===== src/psrb_pkg.sv =====
// psrb_pkg: offsets, command codes, status bit layout, configuration memory
// image and CRC helpers shared by the register bank, the host model and the bench.
// assumes byte offsets as seen by the serial frame decoder.
package psrb_pkg;

  localparam int DATA_W = 16;
  localparam int ADDR_W = 8;

  // register offsets
  localparam logic [ADDR_W-1:0] OFS_COMMAND = 8'h22;
  localparam logic [ADDR_W-1:0] OFS_TEMP    = 8'h2E;
  localparam logic [ADDR_W-1:0] OFS_PRESS   = 8'h30;
  localparam logic [ADDR_W-1:0] OFS_SNAP    = 8'h32;
  localparam logic [ADDR_W-1:0] OFS_LIVE    = 8'h36;

  // command codes
  localparam logic [DATA_W-1:0] CMD_SLEEP = 16'h6C32;
  localparam logic [DATA_W-1:0] CMD_RESET = 16'hB169;

  // live / snapshot status bit positions
  localparam int BIT_IDLE         = 0;
  localparam int BIT_PRESS_UP     = 3;
  localparam int BIT_TEMP_UP      = 4;
  localparam int BIT_SUPPLY_FAULT = 7;
  localparam int BIT_CHECK_FAULT  = 8;
  localparam int BIT_SATURATED    = 10;
  localparam int BIT_LINK_CRC     = 11;
  localparam int BIT_PRESS_MISS   = 14;
  localparam int BIT_TEMP_MISS    = 15;
  localparam logic [DATA_W-1:0] EVENT_MASK   = 16'hC998;
  localparam logic [DATA_W-1:0] LIVE_RESET   = 16'h0000;
  localparam logic [DATA_W-1:0] RESULT_RESET = 16'h0000;
  localparam logic [DATA_W-1:0] READ_UNMAPPED = 16'h0000;

  // configuration memory and its check
  localparam int CFG_DEPTH = 8;
  localparam int CFG_W     = $clog2(CFG_DEPTH);
  localparam logic [CFG_W-1:0] CFG_LAST = CFG_W'(CFG_DEPTH - 1);
  localparam logic [7:0] CRC8_POLY = 8'hD5;
  localparam logic [7:0] CRC8_INIT = 8'hFF;

  typedef enum logic [1:0] {
    ST_LOAD  = 2'b00,
    ST_DRAIN = 2'b01,
    ST_RUN   = 2'b10
  } psrb_boot_e;

  function automatic logic [7:0] crc8Byte(input logic [7:0] crc, input logic [7:0] data);
    logic [7:0] c;
    c = crc;
    for (int i = 7; i >= 0; i--) begin
      if (c[7] ^ data[i]) begin
        c = {c[6:0], 1'b0} ^ CRC8_POLY;
      end else begin
        c = {c[6:0], 1'b0};
      end
    end
    return c;
  endfunction

  // low byte goes first, as on the wire
  function automatic logic [7:0] crc8Word(input logic [7:0] crc, input logic [DATA_W-1:0] w);
    return crc8Byte(crc8Byte(crc, w[7:0]), w[15:8]);
  endfunction

  // default image; last word carries the CRC of all the others
  function automatic logic [CFG_DEPTH*DATA_W-1:0] cfgDefaultImage();
    logic [CFG_DEPTH*DATA_W-1:0] img;
    logic [7:0]                  c;
    img = '0;
    c   = CRC8_INIT;
    for (int i = 0; i < CFG_DEPTH - 1; i++) begin
      img[i*DATA_W +: DATA_W] = 16'h1000 + DATA_W'(i * 16'h0111);
      c = crc8Word(c, img[i*DATA_W +: DATA_W]);
    end
    img[(CFG_DEPTH-1)*DATA_W +: DATA_W] = {8'h00, c};
    return img;
  endfunction

endpackage


===== src/psrb_cfg_mem.sv =====
// psrb_cfg_mem: read-only configuration memory with registered read data.
// assumes the image is fixed at build time; one read per cycle.
`timescale 1ns/10ps
module psrb_cfg_mem #(
  parameter int DEPTH = 8,
  parameter int WIDTH = 16,
  parameter int AW    = 3,
  parameter logic [DEPTH*WIDTH-1:0] IMAGE = '0
) (
  // clock
  input  wire logic             clk_sys,
  // read port
  input  wire logic [AW-1:0]    rdAddr,
  output logic      [WIDTH-1:0] rdData
);

  logic [WIDTH-1:0] rdData_reg;

  always_ff @(posedge clk_sys) begin
    rdData_reg <= IMAGE[rdAddr*WIDTH +: WIDTH];
  end

  assign rdData = rdData_reg;

endmodule


===== src/psrb_regs.sv =====
// psrb_regs: host-visible register bank of the pressure/temperature sensor.
// assumes regRead/regWrite are one-cycle strobes from the serial frame
// decoder, never both in one cycle; signal-path inputs are synchronous.
// Behaviour
// - registers are reached only through the serial interface register port.
// - after power-up only live status and command registers accept writes.
// - writing 0x6C32 to command offset 0x22 enters sleep.
// - writing 0xB169 to command register resets and reruns power-up.
// - power-up loads configuration memory and checks its CRC.
// - temperature result at 0x2E; each new result sets temperature-updated flag.
// - pressure result at 0x30; each new result sets pressure-updated flag.
// - results are invalid after power-up until their first measurement arrives.
// - on configuration CRC failure results are never updated.
// - reading pressure copies live pressure flag into snapshot bit 3.
// - reading temperature copies live temperature flag into snapshot bit 4.
// - snapshot bits 15:5 and 0 always mirror live status.
// - reading a result clears its live updated flag.
// - event flags other than the updated flags stay set until a one is written to live status.
`timescale 1ns/10ps
module psrb_regs #(
  parameter logic [psrb_pkg::CFG_DEPTH*psrb_pkg::DATA_W-1:0] CFG_IMAGE =
    psrb_pkg::cfgDefaultImage()
) (
  // clock and reset
  input  wire logic                          clk_sys,
  input  wire logic                          reset,
  // register port from the serial frame decoder
  input  wire logic [psrb_pkg::ADDR_W-1:0]   regAddr,
  input  wire logic                          regWrite,
  input  wire logic                          regRead,
  input  wire logic [psrb_pkg::DATA_W-1:0]   regWdata,
  output logic      [psrb_pkg::DATA_W-1:0]   regRdata,
  // measurement path
  input  wire logic                          tempNew,
  input  wire logic [psrb_pkg::DATA_W-1:0]   tempData,
  input  wire logic                          pressNew,
  input  wire logic [psrb_pkg::DATA_W-1:0]   pressData,
  // live conditions and events
  input  wire logic                          chipIdle,
  input  wire logic                          dspSaturated,
  input  wire logic                          bridgeSupplyFault,
  input  wire logic                          bridgeCheckFault,
  input  wire logic                          linkCrcError,
  // device state
  output logic                               sleepMode,
  output logic                               bootDone,
  output logic                               cfgCrcFail,
  output logic                               tempValid,
  output logic                               pressValid,
  // configuration words handed to the signal path
  output logic                               cfgStrobe,
  output logic      [psrb_pkg::CFG_W-1:0]    cfgIndex,
  output logic      [psrb_pkg::DATA_W-1:0]   cfgWord
);
  import psrb_pkg::*;

  localparam int BOOT_CYC = CFG_DEPTH + 1;

  psrb_boot_e        boot_reg, boot_next;
  logic [CFG_W-1:0]  cnt_reg, cnt_next;
  logic [CFG_W-1:0]  dataIdx_reg;
  logic              dataValid_reg;
  logic [7:0]        crc_reg, crc_next;
  logic              crcFail_reg, crcFail_next;
  logic              softReset_reg;
  logic              bootDone_reg;
  logic              sleep_reg;
  logic [DATA_W-1:0] temp_reg, press_reg;
  logic              tempValid_reg, pressValid_reg;
  logic [DATA_W-1:0] liveEvt_reg, liveEvt_next;
  logic              snapPress_reg, snapTemp_reg;
  logic [DATA_W-1:0] rdData_reg;
  logic              cfgStrobe_reg;
  logic [CFG_W-1:0]  cfgIndex_reg;
  logic [DATA_W-1:0] cfgWord_reg;
  logic [DATA_W-1:0] memData;

  // command reset restarts everything except its own strobe
  wire rstAll = reset | softReset_reg;

  psrb_cfg_mem #(
    .DEPTH (CFG_DEPTH),
    .WIDTH (DATA_W),
    .AW    (CFG_W),
    .IMAGE (CFG_IMAGE)
  ) u_cfg_mem (
    .clk_sys (clk_sys),
    .rdAddr  (cnt_reg),
    .rdData  (memData)
  );

  // power-up walk over the configuration memory
  wire loading   = (boot_reg == ST_LOAD);
  wire lastAddr  = (cnt_reg == CFG_LAST);
  wire dataIsCrc = dataValid_reg && (dataIdx_reg == CFG_LAST);
  wire dataIsCfg = dataValid_reg && !dataIsCrc;

  assign cnt_next     = (loading && !lastAddr) ? cnt_reg + 1'b1 : cnt_reg;
  assign boot_next    = (loading && lastAddr) ? ST_DRAIN :
                        ((boot_reg == ST_DRAIN) && dataIsCrc) ? ST_RUN : boot_reg;
  assign crc_next     = dataIsCfg ? crc8Word(crc_reg, memData) : crc_reg;
  assign crcFail_next = dataIsCrc ? (memData[7:0] != crc_reg) : crcFail_reg;

  // results accepted only after a clean check
  wire resultsLive = (boot_reg == ST_RUN) && !crcFail_reg;
  wire tempTake    = tempNew && resultsLive;
  wire pressTake   = pressNew && resultsLive;

  // register port decode; only command and live status are writable
  wire hitCmd    = regWrite && (regAddr == OFS_COMMAND);
  wire hitLiveWr = regWrite && (regAddr == OFS_LIVE);
  wire readTemp  = regRead && (regAddr == OFS_TEMP);
  wire readPress = regRead && (regAddr == OFS_PRESS);
  wire cmdSleep  = hitCmd && (regWdata == CMD_SLEEP);
  wire cmdReset  = hitCmd && (regWdata == CMD_RESET);

  // live status: set wins over both clears
  wire [DATA_W-1:0] liveView = (liveEvt_reg & EVENT_MASK)
                               | (DATA_W'(chipIdle) << BIT_IDLE)
                               | (DATA_W'(dspSaturated) << BIT_SATURATED);
  wire [DATA_W-1:0] writeClr = hitLiveWr ? (regWdata & EVENT_MASK) : '0;
  wire [DATA_W-1:0] readClr  = (DATA_W'(readTemp) << BIT_TEMP_UP)
                               | (DATA_W'(readPress) << BIT_PRESS_UP);
  wire [DATA_W-1:0] setMask  = (DATA_W'(pressTake) << BIT_PRESS_UP)
                               | (DATA_W'(tempTake) << BIT_TEMP_UP)
                               | (DATA_W'(bridgeSupplyFault) << BIT_SUPPLY_FAULT)
                               | (DATA_W'(bridgeCheckFault) << BIT_CHECK_FAULT)
                               | (DATA_W'(linkCrcError) << BIT_LINK_CRC)
                               | (DATA_W'(pressTake && liveEvt_reg[BIT_PRESS_UP])
                                  << BIT_PRESS_MISS)
                               | (DATA_W'(tempTake && liveEvt_reg[BIT_TEMP_UP])
                                  << BIT_TEMP_MISS);
  assign liveEvt_next = (liveEvt_reg & ~writeClr & ~readClr) | setMask;

  wire [DATA_W-1:0] snapView = {liveView[15:5], snapTemp_reg, snapPress_reg,
                                liveView[2:0]};

  // command register is write-only and reads back as unmapped
  wire [DATA_W-1:0] rdNext = (regAddr == OFS_TEMP)  ? temp_reg  :
                             (regAddr == OFS_PRESS) ? press_reg :
                             (regAddr == OFS_SNAP)  ? snapView  :
                             (regAddr == OFS_LIVE)  ? liveView  : READ_UNMAPPED;

  always_ff @(posedge clk_sys) begin
    if (reset) begin
      softReset_reg <= 1'b0;
    end else begin
      softReset_reg <= cmdReset && !softReset_reg;
    end
  end

  always_ff @(posedge clk_sys) begin
    if (rstAll) begin
      boot_reg      <= ST_LOAD;
      bootDone_reg  <= 1'b0;
      cnt_reg       <= '0;
      dataValid_reg <= 1'b0;
      dataIdx_reg   <= '0;
      crc_reg       <= CRC8_INIT;
      crcFail_reg   <= 1'b0;
      cfgStrobe_reg <= 1'b0;
      cfgIndex_reg  <= '0;
      cfgWord_reg   <= '0;
    end else begin
      boot_reg      <= boot_next;
      bootDone_reg  <= (boot_next == ST_RUN);
      cnt_reg       <= cnt_next;
      dataValid_reg <= loading;
      dataIdx_reg   <= cnt_reg;
      crc_reg       <= crc_next;
      crcFail_reg   <= crcFail_next;
      cfgStrobe_reg <= dataIsCfg;
      cfgIndex_reg  <= dataIsCfg ? dataIdx_reg : cfgIndex_reg;
      cfgWord_reg   <= dataIsCfg ? memData : cfgWord_reg;
    end
  end

  always_ff @(posedge clk_sys) begin
    if (rstAll) begin
      sleep_reg      <= 1'b0;
      temp_reg       <= RESULT_RESET;
      press_reg      <= RESULT_RESET;
      tempValid_reg  <= 1'b0;
      pressValid_reg <= 1'b0;
      liveEvt_reg    <= LIVE_RESET;
      snapPress_reg  <= 1'b0;
      snapTemp_reg   <= 1'b0;
      rdData_reg     <= READ_UNMAPPED;
    end else begin
      sleep_reg      <= sleep_reg | cmdSleep;
      temp_reg       <= tempTake ? tempData : temp_reg;
      press_reg      <= pressTake ? pressData : press_reg;
      tempValid_reg  <= tempValid_reg | tempTake;
      pressValid_reg <= pressValid_reg | pressTake;
      liveEvt_reg    <= liveEvt_next;
      snapPress_reg  <= readPress ? liveView[BIT_PRESS_UP] : snapPress_reg;
      snapTemp_reg   <= readTemp ? liveView[BIT_TEMP_UP] : snapTemp_reg;
      rdData_reg     <= regRead ? rdNext : rdData_reg;
    end
  end

  assign regRdata   = rdData_reg;
  assign sleepMode  = sleep_reg;
  assign bootDone   = bootDone_reg;
  assign cfgCrcFail = crcFail_reg;
  assign tempValid  = tempValid_reg;
  assign pressValid = pressValid_reg;
  assign cfgStrobe  = cfgStrobe_reg;
  assign cfgIndex   = cfgIndex_reg;
  assign cfgWord    = cfgWord_reg;
endmodule


===== config.mk =====
export PLATFORM = sky130hd
export DESIGN_NAME = psrb_regs
export DESIGN_NICKNAME = d
export VERILOG_FILES = /design/src/psrb_pkg.sv /design/src/psrb_cfg_mem.sv /design/src/psrb_regs.sv
export SDC_FILE = /design/constraint.sdc
export NUM_CORES = 1
export LEC_CHECK = 0
export ABC_CLOCK_PERIOD_IN_PS = 2600
export BUFFER_PORTS_ARGS = -buffer_cell sky130_fd_sc_hd__buf_2
export CAP_MARGIN = 5
export CORE_ASPECT_RATIO = 0.8
export CORE_UTILIZATION = 51
export DETAILED_ROUTE_END_ITERATION = 8
export GPL_TIMING_DRIVEN = 0
export PLACE_DENSITY = 0.74
export SETUP_SLACK_MARGIN = 0.15
export SYNTH_ARGS = -nofsm -noshare
export SYNTH_HDL_FRONTEND = slang
export SYNTH_HIERARCHICAL = 1
export SYNTH_SLANG_ARGS = --single-unit

===== constraint.sdc =====
create_clock -name clk_sys -period 2.6 [get_ports clk_sys]
set_clock_uncertainty 0.15 [all_clocks]
set_input_delay 0.26 -clock clk_sys [delete_from_list [all_inputs] [get_ports clk_sys]]
set_output_delay 0.26 -clock clk_sys [all_outputs]
set_load 0.005 [all_outputs]

# == Word level (Yosys, flattened, before mapping) ==
# Cells that the tools add are included.
# word_totals
register_bits,125
inputBits,67
output_inout_bits,41
elab_cells,131
# classes
n_addsub,1
n_eq_ne,13
shift,1
n_mux,23
n_bitwise,50
reduce_logical,22
# op_table
cell,n
2-to-1 mux 8 bit,16
"indexed part select 128 x 8 -> 16 bit, first input constant",1
2-to-1 mux 16 bit,5
inverter 5 bit,16
"equality test 8 x 6 -> 1 bit, second input constant",5
AND 16 bit,2
logical AND 1 bit,17
"equality test 16 x 15 -> 1 bit, second input constant",1
"equality test 16 bit, second input constant",1
inverter 16 bit,1
inverter 5 -> 16 bit,1
OR 15 x 16 -> 16 bit,1
OR 16 x 1 -> 16 bit,1
OR 16 x 11 -> 16 bit,1
OR 16 bit,1
XOR 1 bit,16
OR 12 x 15 -> 15 bit,1
OR 9 x 12 -> 12 bit,1
OR 8 x 9 -> 9 bit,1
inequality test 8 bit,1
OR 5 x 8 -> 8 bit,1
"equality test 3 bit, second input constant",2
OR 4 x 5 -> 5 bit,1
OR 5 x 4 -> 5 bit,1
other kinds (7),15

# == Logic depth before layout (Yosys ltp) ==
# logic_depth
word_depth,32
ltp_mapped,7
ltp_nobuf,5

# == By module ==
# The synthesis kept the hierarchy.
# modules_own_cells
mod,instances,cells_per_inst,area_per_inst_um2,seq_area_each_um2
psrb_regs,1,490,4356.7,2001.9
psrb_cfg_mem,1,21,226.5,120.1

# == Worst setup path after synthesis ==
# Ideal clock, no wire load.
# synth_path
path_type,register to register
start,register crc_reg[6]
end,register crc_reg[1]
setup_time_ps,70
arrival_time_ps,1952
t_required_ps,2380
path_slack_ps,428
path_stages_with_launch,6
n_path_buf,0
synth_period_minus_slack_ps,2172
cell_sequence,dfxtp_1 xor3_2 xnor3_2 xor2_1 xor3_1 a21oi_1
# synth_between
elab_chain_len,31
elab_cells_between_ends,43
classes_between,mux: 16; bitwise: 27
# synth_lines
item,line,text
"start, declared",psrb_regs.sv:63,"logic [7:0] crc_reg, crc_next;"
"start signal, assigned",psrb_regs.sv:170,crc_reg <= crc_next;
inverter 5 bit (no line),--,
2-to-1 mux 8 bit (*),psrb_pkg.sv:52,if (c[7] ^ data[i]) begin
XOR 1 bit (*),psrb_pkg.sv:52,
2-to-1 mux 8 bit (*),psrb_pkg.sv:52,
XOR 1 bit / inverter 5 bit (equally long branches),--,
2-to-1 mux 8 bit (*),psrb_pkg.sv:52,
XOR 1 bit / inverter 5 bit (equally long branches),--,
2-to-1 mux 8 bit (*),psrb_pkg.sv:52,
[14 not listed],--,
XOR 1 bit / inverter 5 bit (equally long branches),--,
2-to-1 mux 8 bit (*),psrb_pkg.sv:52,
XOR 1 bit / inverter 5 bit (equally long branches),--,
2-to-1 mux 8 bit (*),psrb_pkg.sv:52,
XOR 1 bit / inverter 5 bit (equally long branches),--,
2-to-1 mux 8 bit (*),psrb_pkg.sv:52,
XOR 1 bit (*),psrb_pkg.sv:52,
2-to-1 mux 8 bit (*) (2 in series),psrb_pkg.sv:52,
# Mark *: on every way between the ends. The rest lies on a longest branch, timed or not.
# A chain may end at the register's enable or synchronous reset.

# == Worst setup path after layout ==
# layout_path
start,register crc_reg[7]
end,register crc_reg[1]
# layout_between
elab_chain_len,31
elab_cells_between_ends,44
classes_between,mux: 16; bitwise: 28
# layout_lines
item,line
XOR 1 bit (*),psrb_pkg.sv:52
2-to-1 mux 8 bit (*),psrb_pkg.sv:52
XOR 1 bit / inverter 5 bit (equally long branches),--
2-to-1 mux 8 bit (*),psrb_pkg.sv:52
XOR 1 bit / inverter 5 bit (equally long branches),--
2-to-1 mux 8 bit (*),psrb_pkg.sv:52
XOR 1 bit / inverter 5 bit (equally long branches),--
2-to-1 mux 8 bit (*),psrb_pkg.sv:52
[14 not listed],--
XOR 1 bit / inverter 5 bit (equally long branches),--
2-to-1 mux 8 bit (*),psrb_pkg.sv:52
XOR 1 bit / inverter 5 bit (equally long branches),--
2-to-1 mux 8 bit (*),psrb_pkg.sv:52
XOR 1 bit / inverter 5 bit (equally long branches),--
2-to-1 mux 8 bit (*),psrb_pkg.sv:52
XOR 1 bit (*),psrb_pkg.sv:52
2-to-1 mux 8 bit (*) (2 in series),psrb_pkg.sv:52
# Marked as above.

==> flow_summary_export.csv <==
group,metric,value,unit
run_status,outcome,"finished, final reports clean",
synthesis,ys_async_sr_fraction,0,%
pwr,p_leak,2.435,nW
global_routing,grt_util_all_layers,27.17,%
timing,tightest_slew,0.9073,ns
synthesis,synth_edf_count,0,
timing,rsz0062_at_grt,"false",
final_layout,fillers,690,
worst_setup_path,worst_path_max_delay_cell,"xor3_4",
global_routing,grt_pass1_wl,19340,um
synthesis,synth_compound_area_share,16.49,%
synthesis,yosys.area.top_type_share,46.30,%
final_layout,area_growth,27.68,%
timing,finalCritPeriodShare,89.76,%
detailed_routing,drc_errors,0,
synthesis,synth_seq_cells,106,
synthesis,synthAdderAreaFrac,0.5460,%
worst_setup_path,critPathKind,"reg2reg",
synthesis,ys_seq_area_share,46.30,%
placement,port_buffers,105,
final_layout,nets,738,
clock_network,numCtsBuffers,9,
detailed_routing,firstDrtPassIters,5,
worst_setup_path,rrSetupSlack,0.27,ns
synthesis,synthCells,511,
placement,gp_congestion,0.9175,
worst_setup_path,cp_max_fo,3,
clock_network,htreeDepth,3,
floorplan,coreArea,8596,um^2
global_routing,grt_remaining_overflow,0,
floorplan,fp.dieH,86.79,um
worst_setup_path,startpoint_type,"flop",
worst_setup_path,r2r_end,"crc_reg[1]$_SDFFE_PP1P_",
synthesis,muxShareOfSynthArea,1.147,%
clock_network,cts_tree,"yes",
final_layout,finalCoreUtilization,68.08,%
min_path,hp-class,"in2reg",
global_routing,grt_antenna_before_repair,0,
synthesis,syn_avg_cell_area,8.969,um^2
synthesis,synth_area_leaders,"dfxtp_1 (46%), nand2_1 (9.3%), a21oi_1 (7.2%), nor2_1 (3.1%), a22oi_1 (2.9%)",
global_routing,grt_max_degree,20,
pwr,p_sw,1.470,mW
clock_network,clk_latency,0.37,ns
final_layout,multiInputGateArea,2291,um^2
worst_setup_path,endpoint,"crc_reg[1]$_SDFFE_PP1P_",
synthesis,synth_top_family_by_area,"simple AND/OR/NAND/NOR gates",
detailed_routing,viasPerCell,5.387,
worst_setup_path,startpoint,"crc_reg[7]$_SDFFE_PP1P_",
synthesis,synthTopCellsByCount,"nand2_1 (113), dfxtp_1 (106), a21oi_1 (66)",
synthesis,synth_warnings,6,
final_layout,drive_gt1_share,22.26,%
pwr,seq_power_share,37.8,%
final_layout,diodes,0,
pwr,powerDensity,818.3,nW/um^2
synthesis,synthDistinctLibCells,50,
worst_setup_path,max_stage_delay,0.51,ns
clock_network,ctsRootBufferMaster,"clkbuf_8",
detailed_routing,wl_per_cell,15.65,um
synthesis,synthSimpleGateAreaFrac,19.14,%
timing,finalMaxSlewViolations,0,
pwr,pwr-share-comb,40.0,%
final_layout,regArea,2123,um^2
pwr,peakVddDrop,0.4917,mV
synthesis,synth-xor-area-share,12.01,%
global_routing,grt_pass1_vias,3910,
synthesis,synth.cell_area,4583,um^2
timing,setup_viol,0,
detailed_routing,num_vias,4234,
worst_setup_path,r2r-start,"crc_reg[7]$_SDFFE_PP1P_",
timing,hold_violations,0,
placement,place_ws,0.1033,ns
floorplan,initial_core_util,53.32,%
clock_network,clk_path_buf_depth,2,
synthesis,synth_ff_type,"dfxtp_1",
detailed_routing,drt_iter0_drc,279,
detailed_routing,drt-total-wl,12300,um
timing,slew_headroom,39.05,%
worst_setup_path,cp-end-kind,"flop",
floorplan,ios,108,
clock_network,cts_sinks,106,
pwr,switching_share,30.70,%
timing,finalWorstSetupSlack,0.2662,ns
worst_setup_path,crit_chain,"xor2_1 > xor3_4 > xor2_2 > xor3_1 > a21oi_1",
pwr,clock_power_share,22.2,%
pwr,internal-power,3.318,mW
floorplan,die_area,9372,um^2
timing,tns,0,ns
synthesis,synth_area_leader_cell,"dfxtp_1",
synthesis,synth_most_common_cell,"nand2_1",
timing,period_needed,2.334,ns
flow_run,cap_violations,0,
worst_setup_path,r2r_cells,5,
floorplan,rows,30,
placement,hpwl,8949,um
floorplan,die_w,108.0,um
detailed_routing,drtAntennaViolNets,0,
worst_setup_path,cp.arrival,2.49,ns
worst_setup_path,required,2.76,ns
clock_network,path_clk_slew,0.11,ns
timing,fmax,0.4285,GHz
==> layout by cell type (no fill, tap or decap), types with 3 or more instances in the layout <==
| cell | n |
|---|---|
| nor3_1 | 6 |
| a21oi_1 | 66 |
| nor4bb_1 | 3 |
| xnor3_2 | 3 |
| a21boi_0 | 3 |
| nor2_1 | 38 |
| clkbuf_8 | 9 |
| o21ai_0 | 5 |
| o221a_2 | 3 |
| buf_4 | 11 |
| a211oi_1 | 16 |
| conb_1 | 6 |
| buf_1 | 3 |
| nand2_1 | 113 |
| and2_1 | 6 |
| clkbuf_1 | 24 |
| dlygate4sd3_1 | 37 |
| a22o_1 | 7 |
| mux2i_1 | 3 |
| nor4_1 | 4 |
| xnor2_1 | 14 |
| xor2_1 | 11 |
| a22oi_1 | 18 |
| inv_6 | 3 |
| nand3_1 | 8 |
| dfxtp_1 | 105 |
| xnor3_1 | 6 |
| buf_2 | 106 |
==> worst max-delay path: cells and delay by family (launching register included) <==
family	cells	cell delay, ns
DFF	1	0.38
xor gates and xnor gates	4	1.60
AOI/OAI and AO/OA	1	0.14
==> per-layer routing <==
layer | global-route usage [%] | vias up | share of wire, %
li1 | - | 2062 | -
met1 | 39.83 | 1927 | 47
met2 | 41.86 | 223 | 42
met3 | 4.060 | 22 | 9.0
met4 | 6.849 | 0 | 1.4
met5 | 0 | - | 0
==> worst min-delay path by stage <==
stage / start / end / slack (ns) / cells after the start
floorplan: linkCrcError / liveEvt_reg[11]$_SDFF_PP0_ / 0.23 / 2
global placement: cfgWord[4]$_SDFFE_PP0P_ / cfgWord[4]$_SDFFE_PP0P_ / 0.29 / 2
detailed placement: cfgWord[7]$_SDFFE_PP0P_ / cfgWord[7]$_SDFFE_PP0P_ / 0.30 / 2
CTS: pressData[2] / press_reg[2]$_SDFFE_PP0P_ / 0.0008 / 3
global route: tempData[3] / temp_reg[3]$_SDFFE_PP0P_ / 0.006 / 3
finish: pressData[2] / press_reg[2]$_SDFFE_PP0P_ / 0.005 / 3
==> kinds of logic after synthesis <==
logic type                 count (synthesis)
AOI/OAI and AO/OA                        122
xor gates and xnor gates                  40
adders and majority gates                  2
buffers and inverters                     41
DFF                                      106
muxes                                      5
other                                      1
and+or+nand+nor                          194
==> stage by stage <==
step	instance area [um^2]	std cells	total power, mW	hold WS (ns)
after global placement	5268	733	3.632	0.2903
after global routing	5852	786	5.017	0.005661
after floorplan	4602	516	3.331	0.2274
after detailed placement	5268	733	3.681	0.2968
after CTS	5843	786	4.766	0.0007886
final	5852	786	4.789	0.004855
==> power groups by stage <==
stage	Sequential (mW)	Clock (mW)	Combinational [mW]
finish	1.81	1.06	1.92
detailed placement	1.84	0	1.84
global placement	1.84	0	1.79
CTS	1.81	1.07	1.89
global route	1.82	1.14	2.06
floorplan	1.83	0	1.50
==> cell type report <==
type / count / share of cell area (%)
Clock inverter: 7 / 1.390
Multi-Input combinational cell: 369 / 39.15
Clock buffer: 9 / 2.117
Buffer: 39 / 3.229
Sequential cell: 106 / 36.28
Tap cell: 112 / 2.395
Inverter: 2 / 0.1283
Timing Repair Buffer: 142 / 15.31
==> repair_timing <==
item	CTS	global route
endpoints found under the setup margin	0	2
hold endpoints to repair	34	0
hold buffers	37	0
resized for setup	0	2
setup buffers	0	0
Note: power is estimated with default switching activity, not from simulation.
